--- config.mk ---
export PLATFORM = sky130hd
export DESIGN_NAME = pcsia_core
export DESIGN_NICKNAME = d
export VERILOG_FILES = /design/src/include/pcsia_pkg.sv /design/src/hw/pcsia_stack.sv /design/src/hw/pcsia_core.sv
export SDC_FILE = /design/constraint.sdc
export NUM_CORES = 1
export LEC_CHECK = 0
export BUFFER_PORTS_ARGS = -buffer_cell sky130_fd_sc_hd__buf_2
export CAP_MARGIN = 20
export CORE_MARGIN = 2
export CORE_UTILIZATION = 35
export CTS_CLUSTER_DIAMETER = 30
export DETAILED_ROUTE_END_ITERATION = 10
export SLEW_MARGIN = 20
export SYNTH_ARGS = -nofsm -noshare
export SYNTH_HDL_FRONTEND = slang
export SYNTH_HIERARCHICAL = 1
export SYNTH_SLANG_ARGS = --single-unit
--- constraint.sdc ---
create_clock -name ref_clk_in -period 2.9 [get_ports ref_clk_in]
set_input_delay 0.435 -clock ref_clk_in [delete_from_list [all_inputs] [get_ports ref_clk_in]]
set_output_delay 0.435 -clock ref_clk_in [all_outputs]
set_load 0.05 [all_outputs]
--- src/include/pcsia_pkg.sv ---
// shared constants, opcodes and carriers for the program counter, stack and indirect block
package pcsia_pkg;
    localparam int PC_W = 13;
    localparam int PAGE_W = 11;
    localparam int LATCH_W = 5;
    localparam int STK_DEPTH = 8;
    localparam int STK_PTR_W = 3;
    localparam int BYTE_W = 8;
    localparam int DADDR_W = 9;
    localparam int PAGE_HI_BIT = 4;
    localparam int PAGE_SEL_BIT = 3;
    localparam logic [PC_W-1:0] PC_RST = 13'h0000;
    localparam logic [PC_W-1:0] PC_ONE = 13'h0001;
    localparam logic [PC_W-1:0] INT_VECTOR = 13'h0004;
    localparam logic [LATCH_W-1:0] LATCH_RST = 5'h00;
    localparam logic [BYTE_W-1:0] BYTE_ZERO = 8'h00;
    localparam logic [BYTE_W-1:0] SELF_ADDR = 8'h00;
    localparam logic [STK_PTR_W-1:0] PTR_RST = 3'h0;
    localparam logic [STK_PTR_W-1:0] PTR_ONE = 3'h1;
    // bank bit is kept in software view but this part never drives it onto the address
    localparam logic IBS_IMPL = 1'b0;

    // register bus
    localparam int AXI_AW = 8;
    localparam int AXI_DW = 32;
    localparam logic [AXI_AW-1:0] OFF_PC_LOW = 8'h00;
    localparam logic [AXI_AW-1:0] OFF_HIGH_LATCH = 8'h04;
    localparam logic [AXI_AW-1:0] OFF_POINTER = 8'h08;
    localparam logic [AXI_AW-1:0] OFF_IND_PORT = 8'h0C;
    localparam logic [AXI_AW-1:0] OFF_STATUS = 8'h10;
    localparam int STAT_IBS_BIT = 0;
    localparam logic [1:0] RESP_OKAY = 2'h0;
    localparam logic [1:0] RESP_SLVERR = 2'h2;
    localparam logic [AXI_DW-1:0] WORD_ZERO = 32'h0000_0000;

    // decoder command to the program counter
    typedef enum logic [2:0] {
        OP_NONE = 3'b000,
        OP_STEP = 3'b001,
        OP_JUMP = 3'b010,
        OP_CALL = 3'b011,
        OP_INTR = 3'b100,
        OP_RET = 3'b101,
        OP_RET_LIT = 3'b110,
        OP_RET_INT = 3'b111
    } pcsia_op_t;

    typedef struct packed {
        pcsia_op_t op;
        logic [PAGE_W-1:0] target;
    } pcsia_cmd_t;

    typedef struct packed {
        logic we;
        logic [DADDR_W-1:0] addr;
        logic [BYTE_W-1:0] data;
    } pcsia_dwr_t;
endpackage : pcsia_pkg

--- src/hw/pcsia_stack.sv ---
// eight-entry circular return stack with a hidden pointer
`timescale 1ns/1ps
module pcsia_stack import pcsia_pkg::*; (
    input wire logic ref_clk_in,
    input wire logic nrst_in,
    input wire logic push_in,
    input wire logic pop_in,
    input wire logic [PC_W-1:0] push_data_in,
    output logic [PC_W-1:0] top_out
);
    logic [STK_PTR_W-1:0] ptr_r;
    logic [STK_PTR_W-1:0] ptr_nxt;
    logic [STK_PTR_W-1:0] top_idx;
    logic [PC_W-1:0] mem_r [STK_DEPTH];
    logic [PC_W-1:0] mem_nxt [STK_DEPTH];

    // pointer wraps silently; no overflow or underflow flag exists
    always_comb begin
        ptr_nxt = ptr_r;
        if (push_in) begin
            ptr_nxt = ptr_r + PTR_ONE;
        end else if (pop_in) begin
            ptr_nxt = ptr_r - PTR_ONE;
        end
    end

    always_ff @(posedge ref_clk_in or negedge nrst_in) begin
        if (!nrst_in) begin
            ptr_r <= PTR_RST;
        end else begin
            ptr_r <= ptr_nxt;
        end
    end

    // one slot per level; the ninth push lands on the first slot again
    for (genvar i = 0; i < STK_DEPTH; i++) begin : g_slot
        always_comb begin
            mem_nxt[i] = mem_r[i];
            if (push_in && ptr_r == STK_PTR_W'(i)) begin
                mem_nxt[i] = push_data_in;
            end
        end
        always_ff @(posedge ref_clk_in or negedge nrst_in) begin
            if (!nrst_in) begin
                mem_r[i] <= PC_RST;
            end else begin
                mem_r[i] <= mem_nxt[i];
            end
        end
    end

    assign top_idx = ptr_r - PTR_ONE;
    assign top_out = mem_r[top_idx];
endmodule : pcsia_stack

--- src/hw/pcsia_core.sv ---
// program counter, paging, return stack control and indirect data port with axi4-lite access
//
// The AXI4-Lite register port and the address map are this design's own decisions.
`timescale 1ns/1ps
// How it works
// - program counter is thirteen bits; its low byte reads and writes over the bus
// - upper counter bits are hidden; the bus reaches them only through the high latch
// - return stack holds eight thirteen-bit entries; pointer is invisible
// - a call pushes the counter plus one onto the stack; an interrupt branch pushes the counter itself
// - return, return-with-literal and return-from-interrupt pop the stack into the counter
// - pushes and pops never touch the high latch register
// - stack wraps: ninth push overwrites the first, no overflow flag
// - call and jump give eleven target bits; latch bits supply the page
// - the full thirteen-bit counter is saved, so returns ignore page select
// - indirect port is not storage; it reaches the register the pointer names
// - reading the indirect port with pointer zero returns zero
// - writing the indirect port with pointer zero stores nothing
// - data address is bank bit above pointer; this part forces bank bit off
module pcsia_core import pcsia_pkg::*; (
    input wire logic ref_clk_in,
    input wire logic nrst_in,
    input wire pcsia_cmd_t core_cmd_in,
    output logic [PC_W-1:0] pc_out,
    output logic [DADDR_W-1:0] dmem_raddr_out,
    input wire logic [BYTE_W-1:0] dmem_rdata_in,
    output pcsia_dwr_t dmem_wr_out,
    input wire logic [AXI_AW-1:0] s_axi_awaddr_in,
    input wire logic s_axi_awvalid_in,
    output logic s_axi_awready_out,
    input wire logic [AXI_DW-1:0] s_axi_wdata_in,
    input wire logic [3:0] s_axi_wstrb_in,
    input wire logic s_axi_wvalid_in,
    output logic s_axi_wready_out,
    output logic [1:0] s_axi_bresp_out,
    output logic s_axi_bvalid_out,
    input wire logic s_axi_bready_in,
    input wire logic [AXI_AW-1:0] s_axi_araddr_in,
    input wire logic s_axi_arvalid_in,
    output logic s_axi_arready_out,
    output logic [AXI_DW-1:0] s_axi_rdata_out,
    output logic [1:0] s_axi_rresp_out,
    output logic s_axi_rvalid_out,
    input wire logic s_axi_rready_in
);
    // core state
    logic [PC_W-1:0] pc_r;
    logic [PC_W-1:0] pc_nxt;
    logic [LATCH_W-1:0] pc_high_latch_r;
    logic [LATCH_W-1:0] pc_high_latch_nxt;
    logic [BYTE_W-1:0] file_select_pointer_r;
    logic [BYTE_W-1:0] file_select_pointer_nxt;
    logic indirect_bank_select_r;
    logic indirect_bank_select_nxt;
    pcsia_dwr_t dwr_r;
    pcsia_dwr_t dwr_nxt;

    // stack hookup
    logic stk_push;
    logic stk_pop;
    logic [PC_W-1:0] stk_push_val;
    logic [PC_W-1:0] stk_top;
    logic [PC_W-1:0] page_target;

    // write channel state
    logic aw_full_r;
    logic aw_full_nxt;
    logic [AXI_AW-1:0] awaddr_r;
    logic [AXI_AW-1:0] awaddr_nxt;
    logic w_full_r;
    logic w_full_nxt;
    logic [AXI_DW-1:0] wdata_r;
    logic [AXI_DW-1:0] wdata_nxt;
    logic [3:0] wstrb_r;
    logic [3:0] wstrb_nxt;
    logic bvalid_r;
    logic bvalid_nxt;
    logic [1:0] bresp_r;
    logic [1:0] bresp_nxt;

    // read channel state
    logic rvalid_r;
    logic rvalid_nxt;
    logic [AXI_DW-1:0] rdata_r;
    logic [AXI_DW-1:0] rdata_nxt;
    logic [1:0] rresp_r;
    logic [1:0] rresp_nxt;

    // decoded bus strobes
    logic wr_fire;
    logic lane0;
    logic wr_pc_low;
    logic wr_latch;
    logic wr_pointer;
    logic wr_ind;
    logic wr_status;
    logic wr_hit;
    logic rd_fire;
    logic ptr_self;

    pcsia_stack u_stack (
        .ref_clk_in(ref_clk_in),
        .nrst_in(nrst_in),
        .push_in(stk_push),
        .pop_in(stk_pop),
        .push_data_in(stk_push_val),
        .top_out(stk_top)
    );

    // write decode; only byte lane 0 carries data, upper lanes are ignored
    assign wr_fire = aw_full_r && w_full_r && !bvalid_r;
    assign lane0 = wstrb_r[0];
    assign wr_pc_low = wr_fire && lane0 && awaddr_r == OFF_PC_LOW;
    assign wr_latch = wr_fire && lane0 && awaddr_r == OFF_HIGH_LATCH;
    assign wr_pointer = wr_fire && lane0 && awaddr_r == OFF_POINTER;
    assign wr_ind = wr_fire && lane0 && awaddr_r == OFF_IND_PORT;
    assign wr_status = wr_fire && lane0 && awaddr_r == OFF_STATUS;
    assign wr_hit = awaddr_r == OFF_PC_LOW || awaddr_r == OFF_HIGH_LATCH
        || awaddr_r == OFF_POINTER || awaddr_r == OFF_IND_PORT || awaddr_r == OFF_STATUS;
    assign rd_fire = s_axi_arvalid_in && !rvalid_r;
    assign ptr_self = file_select_pointer_r == SELF_ADDR;

    // page bits from the latch join the eleven-bit target
    assign page_target = {pc_high_latch_r[PAGE_HI_BIT], pc_high_latch_r[PAGE_SEL_BIT],
        core_cmd_in.target};

    // program counter and stack control; branches outrank a bus write of the low byte
    always_comb begin
        pc_nxt = pc_r;
        stk_push = 1'b0;
        stk_pop = 1'b0;
        stk_push_val = pc_r + PC_ONE;
        case (core_cmd_in.op)
            OP_STEP: begin
                pc_nxt = pc_r + PC_ONE;
            end
            OP_JUMP: begin
                pc_nxt = page_target;
            end
            OP_CALL: begin
                stk_push = 1'b1;
                stk_push_val = pc_r + PC_ONE;
                pc_nxt = page_target;
            end
            OP_INTR: begin
                stk_push = 1'b1;
                stk_push_val = pc_r;
                pc_nxt = INT_VECTOR;
            end
            OP_RET, OP_RET_LIT, OP_RET_INT: begin
                stk_pop = 1'b1;
                pc_nxt = stk_top;
            end
            default: begin
                pc_nxt = pc_r;
            end
        endcase
        // computed branch: upper bits come only from the latch
        if (wr_pc_low && (core_cmd_in.op == OP_NONE || core_cmd_in.op == OP_STEP)) begin
            pc_nxt = {pc_high_latch_r, wdata_r[BYTE_W-1:0]};
        end
    end

    // software registers; the latch ignores every stack operation
    always_comb begin
        pc_high_latch_nxt = pc_high_latch_r;
        file_select_pointer_nxt = file_select_pointer_r;
        indirect_bank_select_nxt = indirect_bank_select_r;
        if (wr_latch) begin
            pc_high_latch_nxt = wdata_r[LATCH_W-1:0];
        end
        if (wr_pointer) begin
            file_select_pointer_nxt = wdata_r[BYTE_W-1:0];
        end
        if (wr_status) begin
            indirect_bank_select_nxt = wdata_r[STAT_IBS_BIT];
        end
    end

    // indirect write goes to data memory, never to a register here
    always_comb begin
        dwr_nxt.we = wr_ind && !ptr_self;
        dwr_nxt.addr = dmem_raddr_out;
        dwr_nxt.data = wdata_r[BYTE_W-1:0];
    end

    always_ff @(posedge ref_clk_in or negedge nrst_in) begin
        if (!nrst_in) begin
            pc_r <= PC_RST;
            pc_high_latch_r <= LATCH_RST;
            file_select_pointer_r <= BYTE_ZERO;
            indirect_bank_select_r <= 1'b0;
            dwr_r <= '0;
        end else begin
            pc_r <= pc_nxt;
            pc_high_latch_r <= pc_high_latch_nxt;
            file_select_pointer_r <= file_select_pointer_nxt;
            indirect_bank_select_r <= indirect_bank_select_nxt;
            dwr_r <= dwr_nxt;
        end
    end

    // bank bit kept readable but masked off the address on this part
    assign dmem_raddr_out = {indirect_bank_select_r & IBS_IMPL, file_select_pointer_r};
    assign dmem_wr_out = dwr_r;
    assign pc_out = pc_r;

    // write channel: address and data caught independently, response after both
    always_comb begin
        aw_full_nxt = aw_full_r;
        awaddr_nxt = awaddr_r;
        w_full_nxt = w_full_r;
        wdata_nxt = wdata_r;
        wstrb_nxt = wstrb_r;
        bvalid_nxt = bvalid_r;
        bresp_nxt = bresp_r;
        if (s_axi_awvalid_in && !aw_full_r) begin
            aw_full_nxt = 1'b1;
            awaddr_nxt = s_axi_awaddr_in;
        end
        if (s_axi_wvalid_in && !w_full_r) begin
            w_full_nxt = 1'b1;
            wdata_nxt = s_axi_wdata_in;
            wstrb_nxt = s_axi_wstrb_in;
        end
        if (wr_fire) begin
            aw_full_nxt = 1'b0;
            w_full_nxt = 1'b0;
            bvalid_nxt = 1'b1;
            bresp_nxt = wr_hit ? RESP_OKAY : RESP_SLVERR;
        end
        if (bvalid_r && s_axi_bready_in) begin
            bvalid_nxt = 1'b0;
        end
    end

    always_ff @(posedge ref_clk_in or negedge nrst_in) begin
        if (!nrst_in) begin
            aw_full_r <= 1'b0;
            awaddr_r <= '0;
            w_full_r <= 1'b0;
            wdata_r <= WORD_ZERO;
            wstrb_r <= '0;
            bvalid_r <= 1'b0;
            bresp_r <= RESP_OKAY;
        end else begin
            aw_full_r <= aw_full_nxt;
            awaddr_r <= awaddr_nxt;
            w_full_r <= w_full_nxt;
            wdata_r <= wdata_nxt;
            wstrb_r <= wstrb_nxt;
            bvalid_r <= bvalid_nxt;
            bresp_r <= bresp_nxt;
        end
    end

    assign s_axi_awready_out = !aw_full_r;
    assign s_axi_wready_out = !w_full_r;
    assign s_axi_bvalid_out = bvalid_r;
    assign s_axi_bresp_out = bresp_r;

    // read channel: data memory reads combinationally from the pointer address
    always_comb begin
        rvalid_nxt = rvalid_r;
        rdata_nxt = rdata_r;
        rresp_nxt = rresp_r;
        if (rd_fire) begin
            rvalid_nxt = 1'b1;
            rdata_nxt = WORD_ZERO;
            rresp_nxt = RESP_OKAY;
            case (s_axi_araddr_in)
                OFF_PC_LOW: begin
                    rdata_nxt[BYTE_W-1:0] = pc_r[BYTE_W-1:0];
                end
                OFF_HIGH_LATCH: begin
                    rdata_nxt[LATCH_W-1:0] = pc_high_latch_r;
                end
                OFF_POINTER: begin
                    rdata_nxt[BYTE_W-1:0] = file_select_pointer_r;
                end
                OFF_IND_PORT: begin
                    rdata_nxt[BYTE_W-1:0] = ptr_self ? BYTE_ZERO : dmem_rdata_in;
                end
                OFF_STATUS: begin
                    rdata_nxt[STAT_IBS_BIT] = indirect_bank_select_r;
                end
                default: begin
                    rresp_nxt = RESP_SLVERR;
                end
            endcase
        end else if (rvalid_r && s_axi_rready_in) begin
            rvalid_nxt = 1'b0;
        end
    end

    always_ff @(posedge ref_clk_in or negedge nrst_in) begin
        if (!nrst_in) begin
            rvalid_r <= 1'b0;
            rdata_r <= WORD_ZERO;
            rresp_r <= RESP_OKAY;
        end else begin
            rvalid_r <= rvalid_nxt;
            rdata_r <= rdata_nxt;
            rresp_r <= rresp_nxt;
        end
    end

    assign s_axi_arready_out = !rvalid_r;
    assign s_axi_rvalid_out = rvalid_r;
    assign s_axi_rdata_out = rdata_r;
    assign s_axi_rresp_out = rresp_r;
endmodule : pcsia_core

# Word level (Yosys, flattened, before mapping)
# Cells that the tools add are included.
[op_classes] n_lt_le_gt_ge=1 bitwise_logic=1 n_addsub=3 n_reduce_logical=48 eq_ne=22 n_mux=24
[ops] op="$mux W13" n=4
[ops] op="$pmux W13 S4" n=1
[ops] op="$bmux W13 S3" n=1
[ops] op="$eq A8 B4 Y1 const B" n=4
[ops] op="$eq A3 B3 Y1 const B" n=8
[ops] op="$logic_not A8 Y1" n=3
[ops] op="$logic_and A1 B1 Y1" n=23
[ops] op="$eq A8 B3 Y1 const B" n=2
[ops] op="$eq A8 B5 Y1 const B" n=2
[ops] op="$pmux W4 S4" n=1
[ops] op="$add A13 B1 Y13 const B" n=1
[ops] op="$eq A3 B2 Y1 const B" n=4
[ops] op="$mux W1" n=10
[ops] op="$reduce_bool A2 Y1" n=5
[ops] op="$pmux W3 S3" n=1
[ops] op="$mux W8" n=1
[ops] op="$eq A3 B1 Y1 const B" n=2
[ops] op="$logic_not A3 Y1" n=2
[ops] op="$mux W3" n=2
[ops] op="$logic_not A1 Y1" n=5
[ops] op="$logic_or A1 B1 Y1" n=5
[ops] op="$pmux W1 S5" n=1
[ops] op="$reduce_bool A5 Y1" n=1
[ops] op="$reduce_or A5 Y1" n=1
[ops] op="other kinds (7)" n=9
[totals] out_inout_bits=81 word_cells=125 regBits=184 input_bits=81

# Longest topological paths before layout
# Gate-level depths: netlist of the first run.
[logic_depth] ltp_word=7 depth_mapped=13

# Hierarchy
# The synthesis of the first run kept the hierarchy.
[by_module_without_submodules] module="pcsia_stack" n_inst=1 area_per_inst_um2=5153.7 seq_area_each_um2=2677.6 cells_each=383
[by_module_without_submodules] module="pcsia_core" n_inst=1 area_per_inst_um2=3995.1 seq_area_each_um2=1876.8 cells_each=409

# Worst setup path before layout of the first run
# Ideal clock, no wire load.
[synth_path] path_type="register -> register" start="register u_stack.ptr_r[0]" end="register pc_r[4], in the netlist pc_out[4]" path_stages_with_launch=13 arrival_time_ns=2.457 setup_ns=0.127 period_less_slack_ns=2.585 required_ns=2.773 setup_slack_ns=0.315 cell_sequence="dfrtp_1 buf_4 buf_6 inv_1 ha_1 xor2_2 buf_4 a2111oi_0 nor4_1 o221a_2 a21oi_1 a2bb2oi_1 o21ai_0"
[synth_via] elab_chain_len=7
[synth_lines] item="start: declaration" line="pcsia_stack.sv:11" rtl="logic [STK_PTR_W-1:0] ptr_r;"
[synth_lines] item="start signal: assignment" line="pcsia_stack.sv:31" rtl="ptr_r <= ptr_nxt;"
[synth_lines] item="$sub A3 B1 Y3" line="pcsia_stack.sv:52" rtl="assign top_idx = ptr_r - PTR_ONE;"
[synth_lines] item="$not A3 Y4 (implied by the code)" line="pcsia_stack.sv:53" rtl="assign top_out = mem_r[top_idx];"
[synth_lines] item="$bmux W13 S3" line="pcsia_stack.sv:53"
[synth_lines] item="$mux W13 (implied by the code) (2 in series)" line="pcsia_stack.sv:53"
[synth_lines] item="via stk_top[4]" line="pcsia_core.sv:61" rtl="logic [PC_W-1:0] stk_top;"
[synth_lines] item="$pmux W13 S4" line="pcsia_core.sv:132" rtl="case (core_cmd_in.op)"
[synth_lines] item="$mux W13" line="pcsia_core.sv:158" rtl="if (wr_pc_low && (core_cmd_in.op == OP_NONE || core_cmd_in.op == OP_STEP)) begin"
[synth_lines] item="end signal: assignment" line="pcsia_core.sv:194" rtl="pc_r <= pc_nxt;"
[synth_lines] item="end: declaration" line="pcsia_core.sv:46" rtl="logic [PC_W-1:0] pc_r;"
# The timed path passes the listed nets, and every way through them passes these cells. The select of a mux whose other input is x is not followed.
# A chain may end at the register's enable or synchronous reset.

# Final worst setup path of the first run
[layout_path] start="register u_stack.ptr_r[0]" end="register pc_r[3], in the netlist pc_out[3]"
# The elaborated chain is that of the path after synthesis.

==> results of run 1 <==
## worst max-delay path by stage
stage | startpoint | endpoint | slack (ns) | cells after the start
floorplan | u_stack/ptr_r[0]$_DFFE_PN0P_ | pc_out[4]$_DFFE_PN0P_ | 0.32 | 12
global placement | u_stack/ptr_r[0]$_DFFE_PN0P_ | pc_out[6]$_DFFE_PN0P_ | 0.27 | 10
detailed placement | u_stack/ptr_r[0]$_DFFE_PN0P_ | pc_out[3]$_DFFE_PN0P_ | 0.17 | 10
CTS | u_stack/ptr_r[0]$_DFFE_PN0P_ | pc_out[3]$_DFFE_PN0P_ | 0.14 | 10
global route | u_stack/ptr_r[0]$_DFFE_PN0P_ | pc_out[3]$_DFFE_PN0P_ | 0.05 | 10
finish | u_stack/ptr_r[0]$_DFFE_PN0P_ | pc_out[3]$_DFFE_PN0P_ | 0.26 | 10
## layout make-up
| cell class | count | area [um2] | share of cell area [%] |
|---|---|---|---|
| clock inverter | 14 | 131 | 1.24 |
| sequential | 182 | 4560 | 43.0 |
| tap | 335 | 419 | 3.96 |
| multi-input combinational | 540 | 4130 | 39.0 |
| clock buffer | 18 | 429 | 4.05 |
| inverter | 14 | 52.6 | 0.496 |
| timing repair buffer | 139 | 875 | 8.26 |
## power by group
group          switching (mW)  total [mW]  internal [mW]
Combinational            3.28        5.57           2.29
Sequential              0.778        4.35           3.57
Clock                    1.09        2.23           1.14
Total                    5.15        12.1           7.00
## logic make-up after synthesis
logic type	Yosys count
flip-flops	182
buffers and inverters	97
other	1
AO/OA/AOI/OAI	117
adder cells (fa/ha/maj)	8
multiplexers	170
AND/OR/NAND/NOR	197
XOR/XNOR	20
## routing by layer
layer  global-route usage, %  vias to the layer above  part of all wire (%)
met5                       0                        -                     0
met4                    4.46                        0                   1.3
met3                    2.72                       19                   3.6
met2                    25.8                      147                    45
met1                    24.8                     3272                    50
li1                        -                     3006                     -
## what timing repair did
item,in CTS,in global routing
hold buffers,1,0
hold endpoints to repair,5,0
gates resized for setup,0,4
endpoints found under the setup margin,0,2
buffers inserted,0,0
## through the flow
stage / total power [mW] / worst slack (ns) / util [%] / hold WS (ns)
after floorplan: 8.37 / 0.315 / - / 0.139
after global placement: 9.82 / 0.266 / 38.7 / 0.427
after detailed placement: 9.94 / 0.170 / 38.7 / 0.445
after CTS: 12.2 / 0.138 / 40.9 / 0.184
after global routing: 12.9 / 0.0477 / 41.0 / 0.179
final: 12.1 / 0.256 / 41.0 / 0.181
## synth_stat cells, types with 18 or more instances
library cell | count | area [um2]
dfrtp_1 | 182 | 4550
mux2_2 | 135 | 1520
nand2_1 | 40 | 150
buf_4 | 39 | 293
mux2i_1 | 35 | 350
nor2b_1 | 30 | 188
nor2_1 | 29 | 109
o21ai_0 | 28 | 140
a2111oi_0 | 26 | 228
and3_1 | 26 | 163
a21oi_1 | 25 | 125
buf_2 | 18 | 90.1
## registers in the layout (all words and copies together), names as in the netlist, 3 cells and up
signal	flops
wdata_r	8
file_select_pointer_r	8
pc_high_latch_r	5
dmem_wr_out	17
u_stack/mem_r	104
s_axi_rdata_out	8
pc_out	13
awaddr_r	8
u_stack/ptr_r	3
==> results.md, run 1 <==
* Simple-gate share of the synthesized area at 11.7%
* DRT iter0 DRCs at 453
* Worst path required time at approximately 3.2 ns
* Max_cap viols at 0
* Final hold violations at 0
* Row cnt at approximately 60
* Die ar. at about 0.027 mm2
* Max Slew Vio Count at 0
* Largest net degree at the start of global routing at 81
* Final number of setup-violating endpoints at 0
* GRT Util Overall at approximately 17%
* Root Buffer: clkbuf_16
* Setup crit end kind: flop
* Filler cells at around 2500
* Static leakage at between 4 and 5 nW
* I/O pin cnt at 162
* Asr flop ratio synth at between 90% and 100%
* Commonest non-fill, non-tap cell in the layout: dfrtp_1
* Critical-path top delay cell: a2111oi_0
* Max transition margin at a little under half
* FF+latch count, synth at 182
* Routed Antenna Nets at 0
* Slowest stage delay, CP at 0.50 ns
* Hold WC Path Type: in2reg
* Sequential area share after synthesis at 49.8%
* Area grow syn2layout at 15.8%
* Tcrit/Tclk final at 91.2%
* Hold depth at 2
* Final Net Count at ~980
* GRT overflow at 0
* Mapped Area at 0.00915 mm2
* RSZ-0062 raised after global routing: false
* Pwr/cell area at between 1000 and 1500 mW/mm2
* Most used DFF post-synth: dfrtp_1
* Largest family of logic cells by synthesized area: multiplexers
* Worst path arrival time at between 2 and 3 ns
* Top delay family on crit path: compound AO/OA/AOI/OAI gates
* Worst skew pair latency at between 0.4 and 0.5 ns
* Global-route wire length before repair at 36400 um
* Critical Path Source Type: flop
* Hold Startpoint: s_axi_rready_in
* Ys Warns at 6
* Layout cells sized above 1 at 35.3%
* Outcome: finished, final reports clean
* Syn_area_per_cell at roughly 12 um2
* CTS Sinks at around 180
* Final Cell Area at about 0.011 mm2
* CTS Buf Count at 17
* Post-synth cell types at 56
* Reg2reg end: pc_out[3]$_DFFE_PN0P_
* RD Place Congestion at between 0.8 and 0.9
* I/O Buffers at 106
* EDFF count, synth at 0
* TNS Setup at 0 ns
* VDD IR max at 512 uV
* TritonRoute pass-1 iters at 5
* Vias in the first global route at about 6300
* DRC viols at 0
* Fmax at 378 MHz
* CTS tree: done
* WL final at ~23000 um
* WHS Endpoint: s_axi_rvalid_out$_DFFE_PN0P_
* Final Skew at around 0.016 ns
* Mux contribution to synthesized area at around a fifth
* Core Region at about 0.026 mm2
* FF-to-FF setup slack at around 0.26 ns
* Critical Path Fanout Max at 13
* Detailed-route vias per instance at 5.19
* Worst r2r src: u_stack/ptr_r[0]$_DFFE_PN0P_
* Critical path class: reg2reg
* Most frequent cells in the layout: dfrtp_1 (181), mux2_2 (135), buf_2 (105)
* Synth Area in Adders at 1.09%
* Die Span Y at between 150 and 200 um
* Die extent in x at between 150 and 200 um
* Compound-Gate Fraction of Synth Area at under 10%
* Antenna violations before repair at 0
* Non-Filler Instances at about 1200
* Placed cell areas at around 0.010 mm2
* CTS max path bufs at 2
* Starting Density at 35.4%
* Routed WL per cell at 18.6 um
* H-tree depth at 4
* Post-Synthesis Cells at 792
* Critical path buffers and inverters at 2
* Worst-margin pin slew at roughly 0.80 ns
* Detailed-route via count at about 6400
* Reg2Reg Depth at 10
* Final min period at 2.64 ns
* Dpl hpwl at approximately 16000 um
* CP Cell Sequence: inv_1 -> ha_2 -> xnor2_4 -> buf_4 -> a2111oi_0 -> nor4_1 -> o221ai_1 -> o21ai_0 -> a21oi_1 -> o21ai_1
* Reg clk slew, reported paths at ~0.070 ns
* Post-Synth XOR/XNOR Area at 2.08%
* Antenna Cells at 0
* Post-Place Cells at about 1200
Power figures use the tool's default switching activity.
==> run 2, diff against run 1 <==
--- a/config.mk
+++ b/config.mk
@@ -8,7 +8,7 @@
 export BUFFER_PORTS_ARGS = -buffer_cell sky130_fd_sc_hd__buf_2
 export CAP_MARGIN = 20
 export CORE_MARGIN = 2
-export CORE_UTILIZATION = 35
+export CORE_UTILIZATION = 24
 export CTS_CLUSTER_DIAMETER = 30
 export DETAILED_ROUTE_END_ITERATION = 10
 export SLEW_MARGIN = 20
==> run 2 against run 1 <==
Against the previous run:
- the run now ends with hold timing left
- sequential power hardly changed
- final area is 2.0% higher
- utilization is 12 points lower
- fmax is 0.23% higher
- sequential share of layout area is 0.83 points lower
- via count is 0.57% higher
- register-to-register slack hardly changed
==> results.md, run 2 (synthesis results as in run 1) <==
* Sw frac at 41.2% (-1.2 points)
* Worst path arrival time at 2.97 ns (about the same)
* CTS Sinks at 182 (unchanged)
* Final number of setup-violating endpoints at 0 (unchanged)
* Final hold slack at -0.00432 ns (-0.185 ns)
* Hold_buf cts at 0 (-1)
* Final WS setup at 0.262 ns (+0.00618 ns)
* Setup crit end kind: flop
* TNS Setup at 0 ns (unchanged)
* Final core utilization at 28.7% (-12 points)
* Largest net degree at the start of global routing at 81 (unchanged)
* GRT Util Overall at 12.3% (-4.5 points)
* Int Pwr at 7.17 mW (+2.4%)
* Worst path required time at 3.23 ns (about the same)
* Most frequent cells in the layout: dfrtp_1 (181), mux2_2 (135), buf_2 (105)
* DRT iter0 DRCs at 516 (+14%)
* Detailed-route vias per instance at 4.58 (-12%)
* Antenna Cells at 0 (unchanged)
* Reg2Reg Depth at 11 (+1)
* Outcome: complete, but fails checks
* Reg clk slew, reported paths at 0.07 ns (about the same)
* Worst-margin pin slew at 0.816 ns (+0.0147 ns)
* Tcrit/Tclk final at 91.0% (-0.21 points)
* CTS max path bufs at 2 (unchanged)
* Worst slack, placed at 0.307 ns (+0.138 ns)
* Largest Register: u_stack/mem_r
* Commonest non-fill, non-tap cell in the layout: dfrtp_1
* Die extent in x at 199 um (+20%)
* Max transition margin at 45.5% (-0.99 points)
* I/O Buffers at 106 (unchanged)
* Final Cell Area at 0.0108 mm2 (+2.0%)
* VDD IR max at 442 uV (-14%)
* Static leakage at 4.94 nW (+0.11%)
* Final Net Count at 980 (-0.31%)
* Logic pwr share at 45.4% (-0.5 points)
* RD Place Congestion at 0.814 (-4.2%)
* Max reg flops at 104 (unchanged)
* Max_cap viols at 0 (unchanged)
* Antenna violations before repair at 0 (unchanged)
* TritonRoute pass-1 iters at 5 (unchanged)
* Filler cells at 3867 (+54%)
* Routed Antenna Nets at 0 (unchanged)
* GRT overflow at 0 (unchanged)
* CTS tree: done
* Fmax at 379 MHz (+0.23%)
* Pwr/cell area at 1130 mW/mm2 (-1.5%)
* Root Buffer: clkbuf_16
* Max Slew Vio Count at 0 (unchanged)
* Sw Pwr at 5.03 mW (-2.3%)
* Hold WC Path Type: in2async
* Worst skew pair latency at 0.43 ns (about the same)
* DRC viols at 0 (unchanged)
* Seq pwr share at 35.6% (-0.2 points)
* Placed cell areas at 0.0102 mm2 (+2.2%)
* Multi-input gate area at 0.00411 mm2 (-0.51%)
* Global-route wire length before repair at 37700 um (+3.6%)
* Row cnt at 71 (+20%)
* Area grow syn2layout at 18.1%
* Clock share of power at 19.0% (+0.7 points)
* Die ar. at 0.0397 mm2 (+45%)
* Final hold violations at 1 (+1)
* Layout cells sized above 1 at 34.8% (-0.51 points)
* Die Span Y at 199 um (+20%)
* Post-CTS Resized at 0 (unchanged)
* Critical Path Fanout Max at 26 (+13)
* Dpl hpwl at 17100 um (+4.7%)
* Final Skew at 0.0136 ns (-0.00243 ns)
* Starting Density at 24.3% (-11 points)
* Post CTS Setup Buffer Count at 0 (unchanged)
* WL final at 23700 um (+2.8%)
* H-tree depth at 4 (unchanged)
* RSZ-0062 raised after global routing: false
* CTS Buf Count at 17 (unchanged)
* Routed WL per cell at 16.8 um (-9.7%)
* Critical Path Source Type: flop
* Final min period at 2.64 ns (-0.00618 ns)
* Detailed-route via count at 6481 (+0.57%)
* Critical path class: reg2reg
* I/O pin cnt at 162 (unchanged)
* Failing checks: hold timing
* FF/Latch Area at 0.00456 mm2 (unchanged)
* Core Region at 0.0376 mm2 (+45%)
* Vias in the first global route at 6478 (+2.6%)
-- run 2: cell count changes in the layout (fill, tap and decap cells not counted), sizes merged --
| cell | delta |
|---|---|
| buf | -2 |
| bufinv | +2 |
| clkbuf | +3 |
| clkinvlp | -1 |
| dlygate4sd3 | -1 |
| inv | -5 |
-- run 2: metal layers --
metal	track usage, %	vias up	part of all wire [%]
li1	-	3002	-
met1	17.4	3334	48
met2	19.4	131	47
met3	2.23	14	3.8
met4	3.10	0	1.0
met5	0	-	0
-- run 2: power by group through the flow --
stage	combinational, mW	clock, mW	sequential [mW]
4_1_cts	5.58	2.38	4.35
6_report	5.54	2.32	4.35
3_5_place_dp	5.56	0	4.39
2_1_floorplan	3.65	0	4.72
3_3_place_gp	5.50	0	4.35
5_1_grt	6.04	2.48	4.51
-- run 2: path summary, 6_finish.rpt --
check	startpoint	end	slack (ns)
setup reg to reg	u_stack/ptr_r[0]$_DFFE_PN0P_	pc_out[7]$_DFFE_PN0P_	0.26
hold / removal	nrst_in	s_axi_bvalid_out$_DFFE_PN0P_	-0.004
hold reg to reg	wdata_r[6]$_DFFE_PN0P_	dmem_wr_out[6]$_DFF_PN0_	0.44
min in group ref_clk_in	s_axi_bready_in	s_axi_bvalid_out$_DFFE_PN0P_	0.20
setup / recovery	u_stack/ptr_r[0]$_DFFE_PN0P_	pc_out[7]$_DFFE_PN0P_	0.26
max in group asynchronous	nrst_in	file_select_pointer_r[3]$_DFFE_PN0P_	2.10
-- run 2: critical path: stages (launching register included) --
cell,delay [ns]
dfrtp_2,0.43
inv_1,0.14
ha_1,0.30
xor2_2,0.20
buf_12,0.20
a2111oi_0,0.09
nor4_1,0.46
nand2b_1,0.17
o221ai_1,0.12
a21oi_1,0.16
o21ai_0,0.09
o21ai_0,0.17
-- run 2: cell type report --
| type | count | share of cell area [%] |
|---|---|---|
| clock buffer | 21 | 4.26 |
| clock inverter | 10 | 1.12 |
| inverter | 14 | 0.487 |
| multi-input combinational | 540 | 38.0 |
| sequential | 182 | 42.2 |
| tap | 511 | 5.92 |
| timing repair buffer | 136 | 7.98 |
-- run 2: per-stage QoR --
step                instances  power [mW]
floorplan                 819        8.37
global placement         1383        9.85
detailed placement       1383        9.95
CTS                      1414        12.3
global route             1414        13.0
finish                   1414        12.2
